===== src/common/pxb_pkg.sv =====
// package: opcodes, field widths and reset values for the pack/extend/bitfield unit
`default_nettype none
package pxb_pkg;
   localparam int unsigned DATA_W   = 32;
   localparam int unsigned HALF_W   = 16;
   localparam int unsigned SHAMT_W  = 5;
   localparam int unsigned ROT_W    = 2;
   localparam int unsigned POS_W    = 5;
   localparam int unsigned WID_W    = 6;
   localparam int unsigned LATENCY  = 1;
   localparam logic [31:0] RESULT_RST = 32'h0000_0000;
   localparam logic [3:0]  FLAGS_RST  = 4'h0;

   typedef enum logic [4:0] {
      PXB_PACK_BOTTOM_TOP,
      PXB_PACK_TOP_BOTTOM,
      PXB_SIGN_EXTEND_BYTE,
      PXB_SIGN_EXTEND_HALF,
      PXB_DUAL_SIGN_EXTEND_BYTE,
      PXB_ZERO_EXTEND_BYTE,
      PXB_ZERO_EXTEND_HALF,
      PXB_DUAL_ZERO_EXTEND_BYTE,
      PXB_SIGN_EXTEND_BYTE_ADD,
      PXB_SIGN_EXTEND_HALF_ADD,
      PXB_DUAL_SIGN_EXTEND_BYTE_ADD,
      PXB_ZERO_EXTEND_BYTE_ADD,
      PXB_ZERO_EXTEND_HALF_ADD,
      PXB_DUAL_ZERO_EXTEND_BYTE_ADD,
      PXB_FIELD_CLEAR,
      PXB_FIELD_INSERT,
      PXB_SIGNED_FIELD_EXTRACT,
      PXB_UNSIGNED_FIELD_EXTRACT
   } pxb_op_t;
endpackage
`default_nettype wire


===== src/rtl/pxb_field_mask.sv =====
// field mask generator: ones from lsb for width bits, and a low mask of width bits from bit 0
`timescale 1ns/1ps
`default_nettype none
module pxb_field_mask
   import pxb_pkg::*;
(
   input  wire logic [pxb_pkg::POS_W-1:0]  lsb_i,
   input  wire logic [pxb_pkg::WID_W-1:0]  width_i,
   output logic      [pxb_pkg::DATA_W-1:0] mask_o,
   output logic      [pxb_pkg::DATA_W-1:0] low_mask_o
);
   import pxb_pkg::*;

   // per-bit compare; width 32 needs the sixth width bit
   genvar g;
   generate
      for (g = 0; g < DATA_W; g++)
      begin : g_bit
         assign low_mask_o[g] = (6'(g) < width_i);
         assign mask_o[g]     = (6'(g) >= {1'b0, lsb_i}) &&
                                ((6'(g) - {1'b0, lsb_i}) < width_i);
      end
   endgenerate
endmodule
`default_nettype wire


===== src/rtl/pxb_alu.sv =====
// pack, extend, extend-and-add and bitfield datapath, one cycle latency
// Function
// - pack top-bottom: first top, shifted second bottom
// - pack bottom-top: first bottom, shifted second top
// - top-bottom shift 1..32, zero means 32
// - pack operations leave flags unchanged
// - extends rotate source by 0/8/16/24 first
// - no rotation passes source unrotated
// - signed byte/half extend replicates top bit
// - unsigned byte/half extend fills zeros
// - dual signed byte extend into halves
// - dual unsigned byte extend into halves
// - extend-add adds word or each half
// - field clear zeroes selected destination bits
// - field insert copies low source bits
// - signed extract sign-extends selected field
// - unsigned extract zero-extends selected field
// - extend and bitfield ops keep flags
`timescale 1ns/1ps
`default_nettype none
module pxb_alu
   import pxb_pkg::*;
(
   input  wire logic                         CORE_CLK_I,
   input  wire logic                         RST_N_I,
   input  wire logic                         CLK_EN_I,
   input  wire logic                         ISSUE_I,
   input  wire pxb_pkg::pxb_op_t             OP_I,
   input  wire logic [pxb_pkg::DATA_W-1:0]   SRC_A_I,
   input  wire logic [pxb_pkg::DATA_W-1:0]   SRC_B_I,
   input  wire logic [pxb_pkg::DATA_W-1:0]   DEST_I,
   input  wire logic [pxb_pkg::SHAMT_W-1:0]  SHAMT_I,
   input  wire logic [pxb_pkg::ROT_W-1:0]    ROT_I,
   input  wire logic [pxb_pkg::POS_W-1:0]    LSB_I,
   input  wire logic [pxb_pkg::WID_W-1:0]    WIDTH_I,
   input  wire logic [3:0]                   FLAGS_I,
   output logic                              DONE_O,
   output logic      [pxb_pkg::DATA_W-1:0]   RESULT_O,
   output logic      [3:0]                   FLAGS_O
);
   import pxb_pkg::*;

   // ------------------------------------------------------------
   // pack shifter
   // ------------------------------------------------------------
   logic signed [DATA_W-1:0] b_signed;
   logic [DATA_W-1:0]        b_asr;
   logic [DATA_W-1:0]        b_lsl;
   assign b_signed = $signed(SRC_B_I);
   // zero field encodes a full 32 shift, same as 31 for the sign fill
   assign b_asr = (SHAMT_I == 5'h00) ? {DATA_W{SRC_B_I[DATA_W-1]}} :
                  DATA_W'(b_signed >>> SHAMT_I);
   assign b_lsl = SRC_B_I << SHAMT_I;

   // ------------------------------------------------------------
   // rotate and extend
   // ------------------------------------------------------------
   logic [DATA_W-1:0] rot;
   logic [4:0]        rot_amt;
   assign rot_amt = {ROT_I, 3'h0};
   // rotation of zero leaves the word untouched
   assign rot = (SRC_B_I >> rot_amt) | (SRC_B_I << (6'd32 - {1'b0, rot_amt}));

   logic [DATA_W-1:0] ext_sb;
   logic [DATA_W-1:0] ext_sh;
   logic [DATA_W-1:0] ext_zb;
   logic [DATA_W-1:0] ext_zh;
   logic [DATA_W-1:0] ext_dsb;
   logic [DATA_W-1:0] ext_dzb;
   assign ext_sb  = {{24{rot[7]}}, rot[7:0]};
   assign ext_sh  = {{16{rot[15]}}, rot[15:0]};
   assign ext_zb  = {24'h00_0000, rot[7:0]};
   assign ext_zh  = {16'h0000, rot[15:0]};
   assign ext_dsb = {{8{rot[23]}}, rot[23:16], {8{rot[7]}}, rot[7:0]};
   assign ext_dzb = {8'h00, rot[23:16], 8'h00, rot[7:0]};

   // halves add separately so no carry crosses bit 16
   function automatic logic [DATA_W-1:0] dual_add(input logic [DATA_W-1:0] a,
                                                  input logic [DATA_W-1:0] b);
      dual_add = {16'(a[31:16] + b[31:16]), 16'(a[15:0] + b[15:0])};
   endfunction

   // ------------------------------------------------------------
   // bitfield
   // ------------------------------------------------------------
   logic [DATA_W-1:0] fmask;
   logic [DATA_W-1:0] lmask;
   pxb_field_mask u_mask (
      .lsb_i      (LSB_I),
      .width_i    (WIDTH_I),
      .mask_o     (fmask),
      .low_mask_o (lmask)
   );
   logic [DATA_W-1:0] fld_low;
   logic [DATA_W-1:0] fld_top;
   logic [DATA_W-1:0] sfx;
   logic [5:0]        top_pos;
   assign fld_low = (SRC_A_I >> LSB_I) & lmask;
   // top bit sits at width-1 after the shift; issuer keeps width >= 1
   assign top_pos = WIDTH_I - 6'd1;
   assign fld_top = fld_low >> top_pos[4:0];
   assign sfx     = fld_top[0] ? (fld_low | ~lmask) : fld_low;

   // span for the checks, built apart from the mask generator
   // so a fault in that generator cannot hide itself
   logic [DATA_W-1:0] chk_mask;
   assign chk_mask = (32'hffff_ffff >> (6'd32 - WIDTH_I)) << LSB_I;

   // ------------------------------------------------------------
   // result select
   // ------------------------------------------------------------
   logic [DATA_W-1:0] res_d;
   always_comb
   begin
      unique case (OP_I)
         PXB_PACK_BOTTOM_TOP:           res_d = {b_lsl[31:16], SRC_A_I[15:0]};
         PXB_PACK_TOP_BOTTOM:           res_d = {SRC_A_I[31:16], b_asr[15:0]};
         PXB_SIGN_EXTEND_BYTE:          res_d = ext_sb;
         PXB_SIGN_EXTEND_HALF:          res_d = ext_sh;
         PXB_DUAL_SIGN_EXTEND_BYTE:     res_d = ext_dsb;
         PXB_ZERO_EXTEND_BYTE:          res_d = ext_zb;
         PXB_ZERO_EXTEND_HALF:          res_d = ext_zh;
         PXB_DUAL_ZERO_EXTEND_BYTE:     res_d = ext_dzb;
         PXB_SIGN_EXTEND_BYTE_ADD:      res_d = SRC_A_I + ext_sb;
         PXB_SIGN_EXTEND_HALF_ADD:      res_d = SRC_A_I + ext_sh;
         PXB_DUAL_SIGN_EXTEND_BYTE_ADD: res_d = dual_add(SRC_A_I, ext_dsb);
         PXB_ZERO_EXTEND_BYTE_ADD:      res_d = SRC_A_I + ext_zb;
         PXB_ZERO_EXTEND_HALF_ADD:      res_d = SRC_A_I + ext_zh;
         PXB_DUAL_ZERO_EXTEND_BYTE_ADD: res_d = dual_add(SRC_A_I, ext_dzb);
         PXB_FIELD_CLEAR:               res_d = DEST_I & ~fmask;
         PXB_FIELD_INSERT:              res_d = (DEST_I & ~fmask) |
                                                ((SRC_A_I << LSB_I) & fmask);
         PXB_SIGNED_FIELD_EXTRACT:      res_d = sfx;
         PXB_UNSIGNED_FIELD_EXTRACT:    res_d = fld_low;
         default:                       res_d = RESULT_RST;
      endcase
   end

   // ------------------------------------------------------------
   // output registers
   // ------------------------------------------------------------
   always_ff @(posedge CORE_CLK_I or negedge RST_N_I)
   begin
      if (!RST_N_I)
         RESULT_O <= RESULT_RST;
      else if (CLK_EN_I && ISSUE_I)
         RESULT_O <= res_d;
   end

   always_ff @(posedge CORE_CLK_I or negedge RST_N_I)
   begin
      if (!RST_N_I)
         DONE_O <= 1'b0;
      else if (CLK_EN_I)
         DONE_O <= ISSUE_I;
   end

   // flags pass through untouched by every operation here
   always_ff @(posedge CORE_CLK_I or negedge RST_N_I)
   begin
      if (!RST_N_I)
         FLAGS_O <= FLAGS_RST;
      else if (CLK_EN_I && ISSUE_I)
         FLAGS_O <= FLAGS_I;
   end
endmodule
`default_nettype wire


===== config.mk =====
export PLATFORM = sky130hd
export DESIGN_NAME = pxb_alu
export DESIGN_NICKNAME = d
export VERILOG_FILES = /design/src/common/pxb_pkg.sv /design/src/rtl/pxb_field_mask.sv /design/src/rtl/pxb_alu.sv
export SDC_FILE = /design/constraint.sdc
export NUM_CORES = 1
export LEC_CHECK = 0
export BUFFER_PORTS_ARGS = -buffer_cell sky130_fd_sc_hd__buf_2
export CAP_MARGIN = 30
export CORE_UTILIZATION = 60
export DETAILED_ROUTE_END_ITERATION = 8
export PLACE_DENSITY_LB_ADDON = 0.05
export SYNTH_ARGS = -nofsm -noshare
export SYNTH_HDL_FRONTEND = slang
export SYNTH_HIERARCHICAL = 1
export SYNTH_SLANG_ARGS = --single-unit

===== constraint.sdc =====
create_clock -name CORE_CLK_I -period 1.7 [get_ports CORE_CLK_I]
set_input_delay 0.255 -clock CORE_CLK_I [delete_from_list [all_inputs] [get_ports CORE_CLK_I]]
set_output_delay 0.255 -clock CORE_CLK_I [all_outputs]
set_load 0.02 [all_outputs]

==> results of run 1 <==
-- through the flow --
stage          cell area [µm²]  worst slack, ps
2_1_floorplan            18900            -2000
3_3_place_gp             25900            -2320
4_1_cts                  28200            -1710
3_5_place_dp             25900            -2480
-- timing repair --
item,CTS
hold buffers,0
setup buffers,75
pin swaps,123
endpoints found under the setup margin,32
gates cloned,10
gates resized for setup,280
-- cell families after synthesis --
kind of cell	after synthesis	share of synthesized area, %
AO/OA/AOI/OAI	800	29.5
XOR/XNOR	68	3.23
adder cells (fa/ha/maj)	179	12.2
buffers and inverters	301	7.45
flip-flops	37	5.02
multiplexers	290	24.0
AND/OR/NAND/NOR	699	18.6
-- metal layers --
metal	GRT overflow	track usage [%]
met5	4	54.8
met4	361	102
met3	37	79.1
met2	685	109
met1	38	87.1
==> results.md, run 1 <==
* GR Util All Layers at 92.5%
* Cell with the most instances after synthesis: nand2_1
* Synth cell count leaders: nand2_1, ha_1, a21oi_1, nor2_1, o21ai_0
* Status: stopped before the end
* Port Buffer Count at 163
* H-tree levels at 2
* Vias in the first global route at 35.3k
* Netlist cell types at 97
* Mean Syn Cell Area at 7.77 µm²
* Sequential-to-total area share from yosys stat at 5.02%
* Syn Inst Count at 2374
* Synth async-reset ratio at 100%
* Final HPWL DP at 81400 µm
* Placed Instances at 3611
* Leading area contributor after synthesis: mux4_2
* Longest Clk Path Bufs at 2
* Synth warn at 6
* Cts bufs inserted at 5
* Stopped at: 5_1_grt
* Die span in y at 177 µm
* Row count at 63
* Syn Nets at 2680
* Gpl congestion at 1.28
* Die X at 177 µm
* Synthesized flop and latch total at 37
* Clock root buffer: clkbuf_16
* Synth area leaders: mux4_2, ha_1, mux2i_1
* Initial core utilization at 61.6%
* Congestion Overflow GR at 1125
* Post-synth top area share at 13.7%
* First-pass GRT wire length at 224000 µm
* Log Error: [ERROR GRT-0116] Global routing finished with congestion. Check the congestion regions in the DRC Viewer.
* Mapped Area at 18400 µm²
* Largest net degree at the start of global routing at 38
* Clock sink count at 37
* Post-synth top flop: dfrtp_1
* Ports at 164
* EDFF count, synth at 0
==> inputs of run 2 (changes only) <==
- CORE_UTILIZATION: 60 -> 40
- PLACE_DENSITY_LB_ADDON: 0.05 -> 0.15
==> run 2 against run 1 <==
Against the previous run:
- the flow now finishes, with violations (setup timing)
- area after synthesis unchanged
- synthesized cell count unchanged
==> results.md, run 2 <==
* Synth Area in Compound Gates at 29.5%
* Synthesized flop and latch total at 37
* Synth area leaders: mux4_2, ha_1, mux2i_1
* TNS Setup at -47950 ps
* Leading area contributor after synthesis: mux4_2
* Iteration-0 DRC Markers at 3734
* Leakage power at 13.5 nW
* Slowest stage delay, CP at 320 ps
* Congestion Overflow GR at 0
* DR DRC count at 0
* RSZ-0062 raised after global routing: true
* Post-synth top flop: dfrtp_1
* Dpl cell area at 26700 µm²
* Critical Path, Cell by Cell: buf_12 > buf_6 > ha_2 > o21ai_0 > xnor2_1 > inv_1 > ha_1 > a221o_1 > a31oi_2 > buf_4 > nor3b_1 > a221o_1 > a41oi_2 > nand3_2 > nor3_2 > buf_4 > a41oi_2
* Initial core utilization at 40.6%
* Post-Route WL at 113000 µm
* Netlist cell types at 97
* EDFF count, synth at 0
* Layout cells sized above 1 at 50.9%
* Worst R2R Start: RESULT_O[29]$_DFFE_PN0P_
* H-tree levels at 2
* Clock root buffer: clkbuf_16
* Clock sink count at 37
* MaxCap Viol Count at 0
* Reg2reg end: RESULT_O[29]$_DFFE_PN0P_
* Most frequent cells in the layout: buf_4, nand2_1, nor2_1
* VDD IR-drop max at 0.000607 V
* Largest net degree at the start of global routing at 41
* Cell with the most instances after synthesis: nand2_1
* Crit path DAT at 3550 ps
* Min Clock Period, post-route at 3380 ps
* First-pass GRT wire length at 162000 µm
* Status: complete, but fails checks
* Mean number of vias per cell at 6.55
* Part of the cycle the worst path needs at 199%
* Sequential-to-total area share from yosys stat at 5.02%
* Simple-Gate Fraction of Synth Area at 18.6%
* Fin nets at 3693
* Initial antenna violation count at 8
* Slew Viols, Final at 0
* Biggest regs: RESULT_O: 32 flops, FLAGS_O: 4 flops, DONE_O: 1 flops
* Fin Clk Skew at 0 ps
* Critical-path top delay cell: a221o_1
* Core region area at 45400 µm²
* Synth warn at 6
* Final setup margin at -1680 ps
* Synth cell count leaders: nand2_1, ha_1, a21oi_1, nor2_1, o21ai_0
* Fin. Hold Viols at 0
* Mean Syn Cell Area at 7.77 µm²
* Design area at 29800 µm²
* Setup violators final at 32
* Antenna-violating nets left at 0
* Syn Nets at 2680
* Vias at 26.1k
* Die X at 217 µm
* Vias in the first global route at 24.8k
* Min-delay worst type: in -> reg
* Setup crit start kind: input pin
* Gpl congestion at 1.10
* Dpl ws at -2510 ps
* Cts bufs inserted at 5
* Post-Synth XOR/XNOR Area at 3.23%
* Row count at 78
* CP bufs+invs at 5
* Hold Crit Depth at 2
* Setup CP Type: in -> reg
* Syn Inst Count at 2374
* Setup crit end kind: register
* CP Max Fanout at 6
* Max FFs per register at 32
* Worst min-delay path startpoint: CLK_EN_I
* DR WL/cell at 28.4 µm
* DR pass1 iterations at 8
* Clock transition at the registers of the reported paths at 60 ps
* Ports at 164
* Synth Area in Adders at 12.2%
* Top reg by flops: RESULT_O
* CP required at 1870 ps
* Die span in y at 217 µm
* GR Util All Layers at 46.2%
* Die Area at 47000 µm²
* Fmax at 296 MHz
* Longest Clk Path Bufs at 2
* R2R cell count at 7
* Failing checks: setup timing
* Slew headroom at 50.2%
* Port Buffer Count at 163
* PwrDens at 486 nW/µm²
* Flop2flop setup slack at -290 ps
* Mapped Area at 18400 µm²
* Final Util at 65.6%
* Synth async-reset ratio at 100%
* Post-synth top area share at 13.7%
* Worst slew pin tran at 729 ps
* Clk_lat worst skew at 300 ps
* Mux cell area share after synthesis at 24.0%
* Top delay family on crit path: compound AO/OA/AOI/OAI gates
* CTS tree: built
* Synth-to-Final Area Change at 61.4%
* Most common cell after layout, fill and taps aside: buf_4
* Largest family of logic cells by synthesized area: compound AO/OA/AOI/OAI gates
* Fillcell total at 3873
* Final HPWL DP at 91400 µm
* Hold Path End: DONE_O$_DFFE_PN0P_
run 2: cell counts after synthesis:
No cell type changed its count.
run 2: routing by layer:
metal / global-route usage [%] / share of wire [%] / vias up
met5: 0 / 0.027 / -
met4: 23.4 / 7.2 / 6
met3: 9.85 / 11 / 401
met2: 70.4 / 42 / 1843
met1: 61.4 / 39 / 12600
li1: - / - / 11300
run 2: cell type report:
type	instances	area [µm²]	area share (%)
antenna	1	2.50	0.00841
clock buffer	5	125	0.420
clock inverter	3	68.8	0.231
inverter	90	369	1.24
multi-input combinational	2037	18100	60.9
sequential	37	926	3.11
tap	600	751	2.52
timing repair buffer	1216	9410	31.6
run 2: how the worst max path moves through the flow:
stage                     slack (ps)      from                       end  cells past startpoint
after global routing           -1840  ROT_I[0]  RESULT_O[20]$_DFFE_PN0P_                     22
after global placement         -2350  ROT_I[0]  RESULT_O[20]$_DFFE_PN0P_                     21
after floorplan                -2000  ROT_I[1]  RESULT_O[31]$_DFFE_PN0P_                     20
final                          -1680  LSB_I[1]  RESULT_O[30]$_DFFE_PN0P_                     17
after CTS                      -1620  ROT_I[0]  RESULT_O[31]$_DFFE_PN0P_                     19
after detailed placement       -2510  ROT_I[0]  RESULT_O[22]$_DFFE_PN0P_                     21
run 2: per-stage QoR:
stage	hold WS, ps	total power (W)	cells
2_1_floorplan	-40.6	0.00620	2374
3_3_place_gp	96.5	0.0110	3892
3_5_place_dp	99.8	0.0112	3893
4_1_cts	168	0.0136	3961
5_1_grt	188	0.0150	3988
6_report	172	0.0145	3989
run 2: cells by family after synthesis:
logic type	after synthesis
AOI/OAI and AO/OA	800
xor gates and xnor gates	68
adders and majority gates	179
buffers and inverters	301
DFF	37
muxes	290
and+or+nand+nor	699
run 2: what timing repair did:
action / in CTS / in global routing
hold buffers: 1 / 0
setup endpoints to repair: 32 / 32
pin swaps: 145 / 81
buffers inserted: 60 / 29
gates cloned: 4 / 3
endpoints found under the hold margin: 5 / 0
resized for setup: 323 / 125
run 2: where the power goes:
| part | internal, W | leakage [nW] | switching, W |
|---|---|---|---|
| Sequential | 0.000962 | 0.497 | 0.0000794 |
| Clock | 0.000848 | 0.0944 | 0.000455 |
| Combinational | 0.00575 | 12.9 | 0.00638 |
Power figures use the tool's default switching activity.
